$ cat src/verilog/drce_map.vh
/*
 Command opcodes, field positions, reset values and limits of the
 display RAM command engine. Definitions only; included by bare name.
*/
`ifndef DRCE_MAP_VH
`define DRCE_MAP_VH

// ==========================================================
// Opcodes
`define DRCE_OP_SET_COL 8'h15
`define DRCE_OP_SET_ROW 8'h75
`define DRCE_OP_WR_RAM 8'h5c
`define DRCE_OP_RD_RAM 8'h5d
`define DRCE_OP_REMAP 8'ha0
`define DRCE_OP_START_LINE 8'ha1
`define DRCE_OP_RECT 8'h84
`define DRCE_OP_CIRCLE 8'h86
`define DRCE_OP_COPY 8'h8a
`define DRCE_OP_DIM 8'h8c
`define DRCE_OP_CLEAR 8'h8e
`define DRCE_OP_FILL 8'h92
`define DRCE_OP_HSCROLL 8'h96

// ==========================================================
// Parameter byte counts
`define DRCE_N_RECT 4'h8
`define DRCE_N_CIRCLE 4'h7
`define DRCE_N_COPY 4'h6
`define DRCE_N_WIN 4'h4
`define DRCE_N_HSCROLL 4'h5
`define DRCE_N_TWO 4'h2
`define DRCE_N_ONE 4'h1
`define DRCE_N_NONE 4'h0

// ==========================================================
// Field positions
`define DRCE_B_INC_VERT 0
`define DRCE_B_COL_REV 1
`define DRCE_B_CLR_SWAP 2
`define DRCE_B_BUS9 3
`define DRCE_B_COM_REV 4
`define DRCE_B_COM_SPLIT 5
`define DRCE_B_DEPTH_LO 6
`define DRCE_B_DEPTH_HI 7
`define DRCE_B_FILL 0
`define DRCE_B_REV_COPY 4
`define DRCE_B_XWRAP 5

// ==========================================================
// Reset values and limits
`define DRCE_RST_REMAP 8'h40
`define DRCE_RST_COL_END 8'h83
`define DRCE_RST_ROW_END 8'h83
`define DRCE_RST_ZERO 8'h00
`define DRCE_MAX_SCROLL 8'h7c
`define DRCE_LINES 8'h84
`define DRCE_LAST_LINE 8'h83

`endif

$ cat src/verilog/drce_draw.v
/*
 Drawing sequencer for graphics assist commands: walks the target
 rectangle one pixel per clock. Assumes parameters stay stable while busy.
*/
`timescale 1ns/1ps
`include "drce_map.vh"
module drce_draw (
   // Clock and reset
   input wire clk_i,
   input wire rst_n_i,
   // Start
   input wire start_i,
   input wire [7:0] c0_i,
   input wire [7:0] r0_i,
   input wire [7:0] c1_i,
   input wire [7:0] r1_i,
   // Progress
   output reg busy_o,
   output reg [7:0] col_o,
   output reg [7:0] row_o
);
   always @(posedge clk_i or negedge rst_n_i) begin
      if (!rst_n_i) begin
         busy_o <= 1'b0;
         col_o <= `DRCE_RST_ZERO;
         row_o <= `DRCE_RST_ZERO;
      end else if (start_i && !busy_o) begin
         busy_o <= 1'b1;
         col_o <= c0_i;
         row_o <= r0_i;
      end else if (busy_o) begin
         if (col_o >= c1_i) begin
            col_o <= c0_i;
            if (row_o >= r1_i) begin
               busy_o <= 1'b0;
            end else begin
               row_o <= row_o + 8'h01;
            end
         end else begin
            col_o <= col_o + 8'h01;
         end
      end
   end
endmodule

$ cat src/verilog/drce_ptr.v
/*
 Column/row access pointer of the pixel frame memory window.
 Assumes load and step never collide with each other in one cycle
 except as prioritised here (load wins).
*/
`timescale 1ns/1ps
`include "drce_map.vh"
module drce_ptr (
   // Clock and reset
   input wire clk_i,
   input wire rst_n_i,
   // Control
   input wire load_col_i,
   input wire load_row_i,
   input wire [7:0] col_start_i,
   input wire [7:0] col_end_i,
   input wire [7:0] row_start_i,
   input wire [7:0] row_end_i,
   input wire vert_i,
   input wire step_i,
   // State
   output reg [7:0] col_o,
   output reg [7:0] row_o
);
   wire col_last = (col_o == col_end_i);
   wire row_last = (row_o == row_end_i);

   // ==========================================================
   // Pointer update
   always @(posedge clk_i or negedge rst_n_i) begin
      if (!rst_n_i) begin
         col_o <= `DRCE_RST_ZERO;
         row_o <= `DRCE_RST_ZERO;
      end else begin
         if (load_col_i) begin
            col_o <= col_start_i;
         end else if (step_i) begin
            if (!vert_i) begin
               if (col_last) begin
                  col_o <= col_start_i;
               end else begin
                  col_o <= col_o + 8'h01;
               end
            end else if (row_last) begin
               if (col_last) begin
                  col_o <= col_start_i;
               end else begin
                  col_o <= col_o + 8'h01;
               end
            end
         end
         if (load_row_i) begin
            row_o <= row_start_i;
         end else if (step_i) begin
            if (vert_i) begin
               if (row_last) begin
                  row_o <= row_start_i;
               end else begin
                  row_o <= row_o + 8'h01;
               end
            end else if (col_last) begin
               if (row_last) begin
                  row_o <= row_start_i;
               end else begin
                  row_o <= row_o + 8'h01;
               end
            end
         end
      end
   end
endmodule

$ cat src/verilog/drce_top.v
/*
 Display RAM command engine: decodes opcode and parameter bytes from
 the host port, holds window, remap, fill and scroll settings, streams
 pixel accesses and runs drawing commands.
 Assumes bytes arrive already synchronous to MCLK_I as one-cycle strobes.
*/
`timescale 1ns/1ps
`include "drce_map.vh"
module drce_top (
   // Clock and reset
   input wire MCLK_I,
   input wire RST_N_I,
   // Host byte port
   input wire BYTE_STB_I,
   input wire DC_I,
   input wire [7:0] BYTE_I,
   input wire RD_STB_I,
   input wire BUS16_I,
   input wire DISPLAY_ON_I,
   // Pixel frame memory access
   input wire [7:0] MEM_RDATA_I,
   output reg MEM_WR_O,
   output reg MEM_RD_O,
   output reg [7:0] MEM_COL_O,
   output reg [7:0] MEM_ROW_O,
   output reg [7:0] MEM_WDATA_O,
   output reg [7:0] RD_DATA_O,
   output reg BUSY_O,
   // Drawing engine
   output reg [7:0] DRAW_OP_O,
   output reg [15:0] LINE_COLOR_O,
   output reg [15:0] FILL_COLOR_O,
   output reg [7:0] CIRCLE_RADIUS_O,
   output reg [7:0] COPY_DST_COL_O,
   output reg [7:0] COPY_DST_ROW_O,
   // Configuration
   output reg FILL_EN_O,
   output reg REV_COPY_O,
   output reg XWRAP_O,
   output reg VERT_INC_O,
   output reg COL_REV_O,
   output reg CLR_SWAP_O,
   output reg BUS9_O,
   output reg COM_REV_O,
   output reg COM_SPLIT_O,
   output reg [1:0] DEPTH_O,
   output reg WIDE_PACK_O,
   output reg [7:0] START_LINE_O,
   // Scroll
   output reg [7:0] HS_OFFSET_O,
   output reg [7:0] HS_ROW_O,
   output reg [7:0] HS_COUNT_O,
   output reg [1:0] HS_SPEED_O,
   output reg HS_RUN_O
);
   localparam ST_IDLE = 2'h0;
   localparam ST_PARAM = 2'h1;
   localparam ST_DRAW = 2'h2;

   localparam AC_NONE = 2'h0;
   localparam AC_WRITE = 2'h1;
   localparam AC_READ = 2'h2;

   reg rst_s1_reg;
   reg rst_n_reg;
   reg [1:0] state_reg;
   reg [1:0] access_reg;
   reg [7:0] op_reg;
   reg [3:0] need_reg;
   reg [3:0] idx_reg;
   reg [7:0] prm_reg [0:7];
   reg [7:0] col_start_reg;
   reg [7:0] col_end_reg;
   reg [7:0] row_start_reg;
   reg [7:0] row_end_reg;
   reg [7:0] remap_reg;
   reg load_col_reg;
   reg load_row_reg;
   reg draw_start_reg;
   wire [7:0] ptr_col;
   wire [7:0] ptr_row;
   wire draw_busy;
   wire [7:0] draw_col;
   wire [7:0] draw_row;
   wire last_prm = (idx_reg == need_reg - 4'h1);
   wire cmd_byte = BYTE_STB_I && !DC_I;
   wire data_byte = BYTE_STB_I && DC_I;
   // Pointer advances on the access edge itself, so back-to-back bytes get fresh addresses
   wire step_now = (state_reg == ST_IDLE) &&
      ((access_reg == AC_WRITE && data_byte) || (access_reg == AC_READ && RD_STB_I));
   integer i;

   // Parameter bytes that follow an opcode
   function [3:0] param_count;
      input [7:0] op;
      begin
         case (op)
            `DRCE_OP_SET_COL: param_count = `DRCE_N_TWO;
            `DRCE_OP_SET_ROW: param_count = `DRCE_N_TWO;
            `DRCE_OP_REMAP: param_count = `DRCE_N_ONE;
            `DRCE_OP_START_LINE: param_count = `DRCE_N_ONE;
            `DRCE_OP_FILL: param_count = `DRCE_N_ONE;
            `DRCE_OP_RECT: param_count = `DRCE_N_RECT;
            `DRCE_OP_CIRCLE: param_count = `DRCE_N_CIRCLE;
            `DRCE_OP_COPY: param_count = `DRCE_N_COPY;
            `DRCE_OP_DIM: param_count = `DRCE_N_WIN;
            `DRCE_OP_CLEAR: param_count = `DRCE_N_WIN;
            `DRCE_OP_HSCROLL: param_count = `DRCE_N_HSCROLL;
            default: param_count = `DRCE_N_NONE;
         endcase
      end
   endfunction

   // Whether an opcode runs the drawing sequencer
   function is_draw;
      input [7:0] op;
      begin
         is_draw = (op == `DRCE_OP_RECT) || (op == `DRCE_OP_CIRCLE) || (op == `DRCE_OP_COPY) ||
            (op == `DRCE_OP_DIM) || (op == `DRCE_OP_CLEAR);
      end
   endfunction

   // ==========================================================
   // Reset release
   always @(posedge MCLK_I or negedge RST_N_I) begin
      if (!RST_N_I) begin
         rst_s1_reg <= 1'b0;
         rst_n_reg <= 1'b0;
      end else begin
         rst_s1_reg <= 1'b1;
         rst_n_reg <= rst_s1_reg;
      end
   end

   // ==========================================================
   // Address pointer and drawing sequencer
   drce_ptr u_ptr (
      .clk_i(MCLK_I),
      .rst_n_i(rst_n_reg),
      .load_col_i(load_col_reg),
      .load_row_i(load_row_reg),
      .col_start_i(col_start_reg),
      .col_end_i(col_end_reg),
      .row_start_i(row_start_reg),
      .row_end_i(row_end_reg),
      .vert_i(remap_reg[`DRCE_B_INC_VERT]),
      .step_i(step_now),
      .col_o(ptr_col),
      .row_o(ptr_row)
   );

   // Bounding box: circle uses centre +/- radius, others the first four bytes
   wire circ = (op_reg == `DRCE_OP_CIRCLE);
   wire [7:0] box_c0 = circ ? ((prm_reg[0] > prm_reg[2]) ? prm_reg[0] - prm_reg[2] : 8'h00) : prm_reg[0];
   wire [7:0] box_r0 = circ ? ((prm_reg[1] > prm_reg[2]) ? prm_reg[1] - prm_reg[2] : 8'h00) : prm_reg[1];
   wire [7:0] box_c1 = circ ? prm_reg[0] + prm_reg[2] : prm_reg[2];
   wire [7:0] box_r1 = circ ? prm_reg[1] + prm_reg[2] : prm_reg[3];

   drce_draw u_draw (
      .clk_i(MCLK_I),
      .rst_n_i(rst_n_reg),
      .start_i(draw_start_reg),
      .c0_i(box_c0),
      .r0_i(box_r0),
      .c1_i(box_c1),
      .r1_i(box_r1),
      .busy_o(draw_busy),
      .col_o(draw_col),
      .row_o(draw_row)
   );

   // ==========================================================
   // Command decoder
   always @(posedge MCLK_I or negedge rst_n_reg) begin
      if (!rst_n_reg) begin
         state_reg <= ST_IDLE;
         access_reg <= AC_NONE;
         op_reg <= `DRCE_RST_ZERO;
         need_reg <= `DRCE_N_NONE;
         idx_reg <= 4'h0;
         for (i = 0; i < 8; i = i + 1) begin
            prm_reg[i] <= `DRCE_RST_ZERO;
         end
         col_start_reg <= `DRCE_RST_ZERO;
         col_end_reg <= `DRCE_RST_COL_END;
         row_start_reg <= `DRCE_RST_ZERO;
         row_end_reg <= `DRCE_RST_ROW_END;
         remap_reg <= `DRCE_RST_REMAP;
         load_col_reg <= 1'b0;
         load_row_reg <= 1'b0;
         draw_start_reg <= 1'b0;
         FILL_EN_O <= 1'b0;
         REV_COPY_O <= 1'b0;
         XWRAP_O <= 1'b0;
         START_LINE_O <= `DRCE_RST_ZERO;
         HS_OFFSET_O <= `DRCE_RST_ZERO;
         HS_ROW_O <= `DRCE_RST_ZERO;
         HS_COUNT_O <= `DRCE_RST_ZERO;
         HS_SPEED_O <= 2'h0;
         DRAW_OP_O <= `DRCE_RST_ZERO;
         LINE_COLOR_O <= 16'h0000;
         FILL_COLOR_O <= 16'h0000;
         CIRCLE_RADIUS_O <= `DRCE_RST_ZERO;
         COPY_DST_COL_O <= `DRCE_RST_ZERO;
         COPY_DST_ROW_O <= `DRCE_RST_ZERO;
      end else begin
         load_col_reg <= 1'b0;
         load_row_reg <= 1'b0;
         draw_start_reg <= 1'b0;
         case (state_reg)
            ST_IDLE: begin
               if (cmd_byte) begin
                  op_reg <= BYTE_I;
                  idx_reg <= 4'h0;
                  need_reg <= param_count(BYTE_I);
                  access_reg <= (BYTE_I == `DRCE_OP_WR_RAM) ? AC_WRITE :
                     (BYTE_I == `DRCE_OP_RD_RAM) ? AC_READ : AC_NONE;
                  if (param_count(BYTE_I) != `DRCE_N_NONE) begin
                     state_reg <= ST_PARAM;
                  end
               end
            end
            ST_PARAM: begin
               if (data_byte) begin
                  prm_reg[idx_reg[2:0]] <= BYTE_I;
                  idx_reg <= idx_reg + 4'h1;
                  if (last_prm) begin
                     state_reg <= is_draw(op_reg) ? ST_DRAW : ST_IDLE;
                     draw_start_reg <= is_draw(op_reg);
                     case (op_reg)
                        `DRCE_OP_SET_COL: begin
                           col_start_reg <= prm_reg[0];
                           col_end_reg <= BYTE_I;
                           load_col_reg <= 1'b1;
                        end
                        `DRCE_OP_SET_ROW: begin
                           row_start_reg <= prm_reg[0];
                           row_end_reg <= BYTE_I;
                           load_row_reg <= 1'b1;
                        end
                        `DRCE_OP_REMAP: remap_reg <= BYTE_I;
                        `DRCE_OP_START_LINE: begin
                           if (BYTE_I <= `DRCE_LAST_LINE) begin
                              START_LINE_O <= BYTE_I;
                           end
                        end
                        `DRCE_OP_FILL: begin
                           FILL_EN_O <= BYTE_I[`DRCE_B_FILL];
                           REV_COPY_O <= BYTE_I[`DRCE_B_REV_COPY];
                           XWRAP_O <= BYTE_I[`DRCE_B_XWRAP];
                        end
                        `DRCE_OP_HSCROLL: begin
                           if (prm_reg[0] <= `DRCE_MAX_SCROLL) begin
                              HS_OFFSET_O <= prm_reg[0];
                              HS_ROW_O <= prm_reg[1];
                              HS_COUNT_O <= prm_reg[2];
                              HS_SPEED_O <= BYTE_I[1:0];
                           end
                        end
                        `DRCE_OP_RECT: begin
                           LINE_COLOR_O <= {prm_reg[4], prm_reg[5]};
                           FILL_COLOR_O <= {prm_reg[6], BYTE_I};
                        end
                        `DRCE_OP_CIRCLE: begin
                           CIRCLE_RADIUS_O <= prm_reg[2];
                           LINE_COLOR_O <= {prm_reg[3], prm_reg[4]};
                           FILL_COLOR_O <= {prm_reg[5], BYTE_I};
                        end
                        `DRCE_OP_COPY: begin
                           COPY_DST_COL_O <= prm_reg[4];
                           COPY_DST_ROW_O <= BYTE_I;
                        end
                        default: begin
                        end
                     endcase
                     if (is_draw(op_reg)) begin
                        DRAW_OP_O <= op_reg;
                     end
                  end
               end
            end
            ST_DRAW: begin
               if (!draw_start_reg && !draw_busy) begin
                  state_reg <= ST_IDLE;
               end
            end
            default: state_reg <= ST_IDLE;
         endcase
      end
   end

   // ==========================================================
   // Pixel stream and outputs
   always @(posedge MCLK_I or negedge rst_n_reg) begin
      if (!rst_n_reg) begin
         MEM_WR_O <= 1'b0;
         MEM_RD_O <= 1'b0;
         MEM_COL_O <= `DRCE_RST_ZERO;
         MEM_ROW_O <= `DRCE_RST_ZERO;
         MEM_WDATA_O <= `DRCE_RST_ZERO;
         RD_DATA_O <= `DRCE_RST_ZERO;
         BUSY_O <= 1'b0;
         VERT_INC_O <= 1'b0;
         COL_REV_O <= 1'b0;
         CLR_SWAP_O <= 1'b0;
         BUS9_O <= 1'b0;
         COM_REV_O <= 1'b0;
         COM_SPLIT_O <= 1'b0;
         DEPTH_O <= 2'h1;
         WIDE_PACK_O <= 1'b0;
         HS_RUN_O <= 1'b0;
      end else begin
         MEM_WR_O <= 1'b0;
         MEM_RD_O <= 1'b0;
         BUSY_O <= (state_reg != ST_IDLE) && (state_reg != ST_PARAM);
         if (state_reg == ST_DRAW) begin
            MEM_COL_O <= draw_col;
            MEM_ROW_O <= draw_row;
         end else if (state_reg == ST_IDLE && access_reg == AC_WRITE && data_byte) begin
            MEM_WR_O <= 1'b1;
            MEM_WDATA_O <= BYTE_I;
            MEM_COL_O <= ptr_col;
            MEM_ROW_O <= ptr_row;
         end else if (state_reg == ST_IDLE && access_reg == AC_READ && RD_STB_I) begin
            MEM_RD_O <= 1'b1;
            MEM_COL_O <= ptr_col;
            MEM_ROW_O <= ptr_row;
         end
         if (MEM_RD_O) begin
            RD_DATA_O <= MEM_RDATA_I;
         end
         VERT_INC_O <= remap_reg[`DRCE_B_INC_VERT];
         COL_REV_O <= remap_reg[`DRCE_B_COL_REV];
         CLR_SWAP_O <= remap_reg[`DRCE_B_CLR_SWAP];
         BUS9_O <= remap_reg[`DRCE_B_BUS9];
         COM_REV_O <= remap_reg[`DRCE_B_COM_REV];
         COM_SPLIT_O <= remap_reg[`DRCE_B_COM_SPLIT];
         DEPTH_O <= remap_reg[`DRCE_B_DEPTH_HI:`DRCE_B_DEPTH_LO];
         WIDE_PACK_O <= BUS16_I && remap_reg[`DRCE_B_DEPTH_HI] && remap_reg[`DRCE_B_DEPTH_LO];
         HS_RUN_O <= DISPLAY_ON_I && (HS_OFFSET_O != `DRCE_RST_ZERO);
      end
   end
endmodule
$ cat config.mk
export PLATFORM = sky130hd
export DESIGN_NAME = drce_top
export DESIGN_NICKNAME = d
export VERILOG_FILES = /design/src/verilog/drce_draw.v /design/src/verilog/drce_ptr.v /design/src/verilog/drce_top.v
export VERILOG_INCLUDE_DIRS = /design/src /design/src/verilog
export SDC_FILE = /design/constraint.sdc
export NUM_CORES = 1
export LEC_CHECK = 0
export BUFFER_PORTS_ARGS = -buffer_cell sky130_fd_sc_hd__buf_4
export CAP_MARGIN = 20
export CORE_MARGIN = 5
export CORE_UTILIZATION = 59
export CTS_CLUSTER_SIZE = 10
export DETAILED_ROUTE_END_ITERATION = 12
export PLACE_DENSITY_LB_ADDON = 0.25
export REMOVE_ABC_BUFFERS = 1
export SLEW_MARGIN = 40
export SYNTH_ARGS = -nofsm -noshare
export SYNTH_HDL_FRONTEND = slang
export SYNTH_SLANG_ARGS = --single-unit
$ cat constraint.sdc
create_clock -name MCLK_I -period 10.6 [get_ports MCLK_I]
set_clock_uncertainty 0.15 [all_clocks]
set_input_delay 2.12 -clock MCLK_I [delete_from_list [all_inputs] [get_ports MCLK_I]]
set_output_delay 2.12 -clock MCLK_I [all_outputs]
set_load 0.01 [all_outputs]
* After elaboration in Yosys (flattened, before gate mapping)
Index checks and enable logic that the tools add are counted.
** Storage, ports and cells
- Input bits :: 23
- Register bits :: 308
- Output and inout bits :: 146
** Cells by class
- Add/sub/neg operators :: 10
- Multiplexer cells :: 69
- Eq/ne operators :: 39
- Reductions and logical operators :: 57
- Magnitude comparators :: 8
- Bitwise logic cells :: 2
** Operators by type and width (count)
- 2-to-1 mux 8 bit :: 30
- == test 8 bit (second input constant) :: 18
- bitwise mux 64 bit :: 1
- case mux 16 bit (2 select lines) :: 2
- adder 8 x 1 -> 8 bit (second input constant) :: 4
- == test 8 x 7 -> 1 bit (second input constant) :: 4
- AND reduction 4 bit :: 8
- case mux 4 bit (7 select lines) :: 1
- demux 8 bit (select 3 bit) :: 1
- 2-to-1 mux 1 bit :: 20
- adder 8 bit :: 2
- == test 8 x 5 -> 1 bit (second input constant) :: 2
- == test 8 bit :: 2
- greater-or-equal comparator 8 bit :: 2
- greater-than comparator 8 bit :: 2
- logical AND 1 bit :: 16
- 2-to-1 mux 2 bit :: 8
- 2-to-1 mux 4 bit :: 4
- subtractor 8 bit :: 2
- AND reduction 5 bit :: 3
- nonzero test 2 bit :: 7
- inequality test 2 bit (second input constant) :: 5
- AND reduction 2 bit :: 5
- less-or-equal comparator 8 x 7 -> 1 bit (second input constant) :: 1
- other kinds (23) :: 35

* Logic depth before layout (Yosys ltp)
- Depth in word-level cells :: 9
- Gate-level depth with buffers :: 18

* By module
From an unflattened synthesis, not the netlist that was laid out.
** Second synthesis, totals
- Cells, all modules :: 1356
- Area, all modules :: 15162.0 um^2
** Modules (own cells, without submodules)
- drce_top :: area an instance 12365.6 um^2, instances 1, cells each 1055
- drce_draw :: area an instance 1519.0 um^2, instances 1, cells each 167
- drce_ptr :: area an instance 1277.5 um^2, instances 1, cells each 134

* Worst setup path before layout
Ideal clock, no wire load.
- Kind :: input to register
- From :: in BYTE_STB_I
- To :: reg COPY_DST_COL_O[2]
- Arrival time :: 3.913 ns
- Path slack :: 6.412 ns
- Library setup time :: 0.125 ns
- Cell stages on the path :: 8
- Path through :: nand2_2 > nor3b_4 > nand4_4 > or3_1 > or3_1 > buf_6 > buf_6 > mux2_4
** Between the ends
- Longest elaborated chain between the ends :: 2
** RTL lines
- start, declared :: line drce_top.v:14 : input wire BYTE_STB_I,
- logical AND 1 bit :: line drce_top.v:87 : wire data_byte = BYTE_STB_I && DC_I;
- AND reduction 4 bit (no source line)
- end signal, assigned :: line drce_top.v:204 : COPY_DST_COL_O <= `DRCE_RST_ZERO;
- end signal, assigned :: line drce_top.v:270 : COPY_DST_COL_O <= prm_reg[4];
- end, declared :: line drce_top.v:34 : output reg [7:0] COPY_DST_COL_O,
No other way between the ends.
A chain may end at the register's enable or synchronous reset.

* Worst setup path in the final report
- From :: reg prm_reg[41] (netlist name)
- To :: reg u_draw.col_o[0]
** Between the ends
- Longest elaborated chain between the ends :: 6
** RTL lines
- start, declared :: line drce_top.v:71 : reg [7:0] prm_reg [0:7];
- start signal, assigned by index :: line drce_top.v:182 : prm_reg[i] <= `DRCE_RST_ZERO;
- adder 8 bit or greater-than comparator 8 bit (tied branches) :: line drce_top.v:156, drce_top.v:154
- 2-to-1 mux 8 bit (on tied branches) :: line drce_top.v:156, drce_top.v:154
- greater-or-equal comparator 8 bit or 2-to-1 mux 8 bit (tied branches) :: line drce_draw.v:32, drce_top.v:154
- 2-to-1 mux 8 bit :: line drce_draw.v:32 : if (col_o >= c1_i) begin
- 2-to-1 mux 8 bit :: line drce_draw.v:31 : end else if (busy_o) begin
- 2-to-1 mux 8 bit * :: line drce_draw.v:27 : end else if (start_i && !busy_o) begin
- end signal, assigned :: line drce_draw.v:25 : col_o <= `DRCE_RST_ZERO;
- end signal, assigned :: line drce_draw.v:29 : col_o <= c0_i;
- end signal, assigned :: line drce_draw.v:33 : col_o <= c0_i;
- end, declared :: line drce_draw.v:19 : output reg [7:0] col_o,
Every way passes the cells marked *; elsewhere a longest branch is shown, timed or not. The select of a mux whose other input is x is not followed.

==> results.yml <==
synthesis:
  yosys_warnings: 0
  ys_ff_latch: 300
  ys.flop_type: "dfrtp_1"
  synth.avg_cell_area_um2: 11.1
  synthArstFlopShare: 1.00
  synth-edff-count: 0
  synth-seq-area-share: 0.517
  ys_types: 63
  synth_cells: 1310
  netlist_area_um2: 14500
power_and_ir_drop:
  p_sw_frac: 0.324
  pwr-share-comb: 0.240
  powerDensity_nw_per_um2: 194
  pwr-share-seq: 0.418
  cellInternalPower_uw: 2250
  p_leak_uw: 0.00861
  switchingPower_uw: 1080
  vdd.ir_drop.worst_v: 0.000134
  power_frac_clock: 0.342
setup_path:
  crit_type: "register to register"
  timing.rr.end: "u_draw.col_o[0]"
  worstPathArrival_ns: 5.06
  reg2reg_setup_slack_ns: 5.81
  r2r.worst_path.cells: 17
  r2r-start: "prm_reg[41]"
  end_kind: "register"
  crit_required_ns: 10.87
  cp_max_fo: 8
  startpoint_type: "register"
timing:
  period_share: 0.452
  fmaxAchievable_mhz: 209
  fin_crit_ns: 4.79
  whs_ns: 0.0364
  rsz0062_at_grt: "false"
  slew_headroom: 0.426
  setup_viol: 0
  hold_viol: 0
  drv_slew: 0
  setup_tns_ns: 0
  tightest_slew_ns: 0.855
route:
  firstDrtPassIters: 8
  ant_nets: 0
  route.final.wire_length_um: 37300
  detail_route.wl_per_cell_um: 20.7
  via_count: 10800
  viasPerCell: 5.96
  drt_iter0_markers: 926
  route.detailed.drc: 0
final_layout:
  largest_reg_flops: 56
  fin_nets: 1539
  multi_input_area_um2: 6650
  seq_area_um2: 7520
  nFillCells: 1833
  drive_gt1_frac: 0.276
  area_growth_pct: 18.3
  final_util: 0.707
  diodes: 0
die:
  dieArea_um2: 27900
  core-area_um2: 24300
  start_util: 0.598
  die_w_um: 167
  std_cell_rows: 57
  die_h_um: 167
  pin_count: 169
global_routing:
  grt_max_degree: 82
  grt_pass1_vias: 11100
  gr-usage-all-layers: 0.264
  grt_pass1_wl_um: 59700
  antenna_found_initial: 0
  overflow: 0
clock_network:
  cts_buffers: 36
  cts_setup_buffers: 0
  clk_pin_slew_worst_paths_ns: 0.06
  holdBufCountCts: 0
  cts_tree: "yes"
  cts_resized: 0
  cts-root-buf: "clkbuf_16"
  h-tree-depth: 2
  cts_num_sinks: 300
  clock_path_buffers: 3
  clk_latency_ns: 0.51
placement:
  hpwl_um: 24900
  place_congestion: 0.927
  portBuffers: 168
job:
  maxCapViolations: 0
hold_path:
  hold_path_class: "register to async pin"
outcome:
  outcome: "complete, no violations"
==> logic make-up (layout without fill, tap and decap cells) <==
| family | after synthesis | count (layout) | share of synthesized area |
|---|---|---|---|
| multiplexers | 201 | 201 | 0.153 |
| adder cells (fa/ha/maj) | 56 | 56 | 0.0503 |
| other | 1 | 1 | 0.000258 |
| AO/OA/AOI/OAI | 255 | 255 | 0.102 |
| AND/OR/NAND/NOR | 338 | 338 | 0.116 |
| buffers and inverters | 107 | 277 | 0.0299 |
| flip-flops | 300 | 300 | 0.517 |
| XOR/XNOR | 52 | 52 | 0.0313 |
==> synth_stat cells, drive strengths merged (2+ instances only) <==
master	n	share of area
a2111oi	3	0.0018
a211oi	9	0.0046
a21o	4	0.0021
a21oi	91	0.031
a221oi	8	0.0048
a311oi	5	0.0030
a31oi	12	0.0052
and2	10	0.0043
and3	11	0.0047
buf	14	0.0059
clkbuf	55	0.014
dfrtp	292	0.50
dfstp	8	0.014
fa	4	0.0055
ha	52	0.045
inv	38	0.0098
mux2	151	0.12
mux2i	50	0.034
nand2	112	0.029
nand2b	16	0.0069
nand3	23	0.0079
nand3b	3	0.0015
nand4	11	0.0058
nor2	79	0.020
nor2b	11	0.0047
nor3	20	0.0076
nor3b	9	0.0058
nor4	11	0.0066
nor4b	2	0.0012
nor4bb	3	0.0021
o2111ai	2	0.0012
o211ai	3	0.0015
o21a	2	0.0010
o21ai	88	0.030
o21bai	3	0.0015
o22a	6	0.0036
o22ai	7	0.0030
o31a	3	0.0018
o31ai	3	0.0015
or2	6	0.0026
or3	9	0.0039
xnor2	18	0.011
xor2	34	0.020
==> worst max-delay path, stage by stage, from the launching register on <==
cell and delay, ns:
dfrtp_1 0.53, inv_1 0.25, ha_1 0.37, nand2b_1 0.15
a21oi_1 0.22, o21bai_1 0.11, a2111oi_0 0.37, nor2_1 0.09
xor2_1 0.15, mux2i_1 0.18, ha_1 0.28, a211oi_1 0.20
o21ai_0 0.12, a41oi_1 0.37, nor2_1 0.24, a21oi_1 0.55
a211oi_1 0.12, a311oi_1 0.27
==> worst max-delay path by stage <==
stage           startpoint           endpoint  slack [ns]  cells after the start
6_report       prm_reg[41]    u_draw.col_o[0]        5.81                     17
3_3_place_gp          DC_I     u_ptr.row_o[7]        5.73                      7
2_1_floorplan    rst_n_reg             BUS9_O        1.48                      0
3_5_place_dp          DC_I  COPY_DST_COL_O[6]        5.86                      7
4_1_cts        prm_reg[41]    u_draw.row_o[3]        5.89                     17
5_1_grt        prm_reg[41]    u_draw.col_o[4]        5.42                     17
==> through the flow <==
| stage | cell area [um2] | cells | setup slack, ns | total power, uW |
|---|---|---|---|---|
| after floorplan | 14200 | 1241 | 1.48 | 1920 |
| after detailed placement | 16100 | 1744 | 5.86 | 2180 |
| after global placement | 16000 | 1744 | 5.73 | 2150 |
| after global routing | 17200 | 1804 | 5.42 | 3500 |
| after CTS | 17100 | 1802 | 5.89 | 3320 |
| final | 17200 | 1804 | 5.81 | 3330 |
==> layout by cell type (no fill, tap or decap), types with 5 or more instances in the layout <==
cell type,count
a31oi_1,12
a221oi_1,8
o21ai_0,87
nor4_1,8
nor3b_1,7
and2_1,10
inv_1,38
nand2b_1,16
nand2_1,111
nor3_1,18
mux2_4,6
buf_4,177
o22ai_1,7
ha_1,52
a311oi_1,5
or2_2,6
clkbuf_1,15
xnor2_1,18
mux2i_1,50
dfstp_2,8
o22a_1,6
and3_1,11
nand4_1,10
nor2_1,77
clkbuf_16,38
nand3_1,23
mux2_2,145
or3_1,8
nor2b_1,10
a211oi_1,9
dfrtp_1,291
a21oi_1,89
xor2_1,34
==> power groups by stage <==
stage | clock, uW | combinational [uW] | sequential, uW
after detailed placement | 0 | 773 | 1410
after global routing | 1210 | 887 | 1400
after CTS | 1150 | 781 | 1390
after global placement | 0 | 748 | 1400
final | 1140 | 799 | 1390
after floorplan | 0 | 563 | 1350
==> cell type report <==
type,count,area share
sequential,300,0.437
multi-input combinational,903,0.387
clock inverter,1,0.000946
timing repair buffer,181,0.0813
tap,324,0.0236
clock buffer,57,0.0618
inverter,38,0.00829
==> per-layer routing <==
metal | wire, um | up-vias | GRT usage | part of all wire
li1 | - | 4940 | - | -
met3 | 2380 | 97 | 0.0524 | 0.064
met1 | 15800 | 5331 | 0.355 | 0.42
met4 | 1250 | 0 | 0.0953 | 0.034
met5 | 0 | - | 0 | 0
met2 | 17800 | 387 | 0.431 | 0.48
Power figures use the tool's default switching activity.
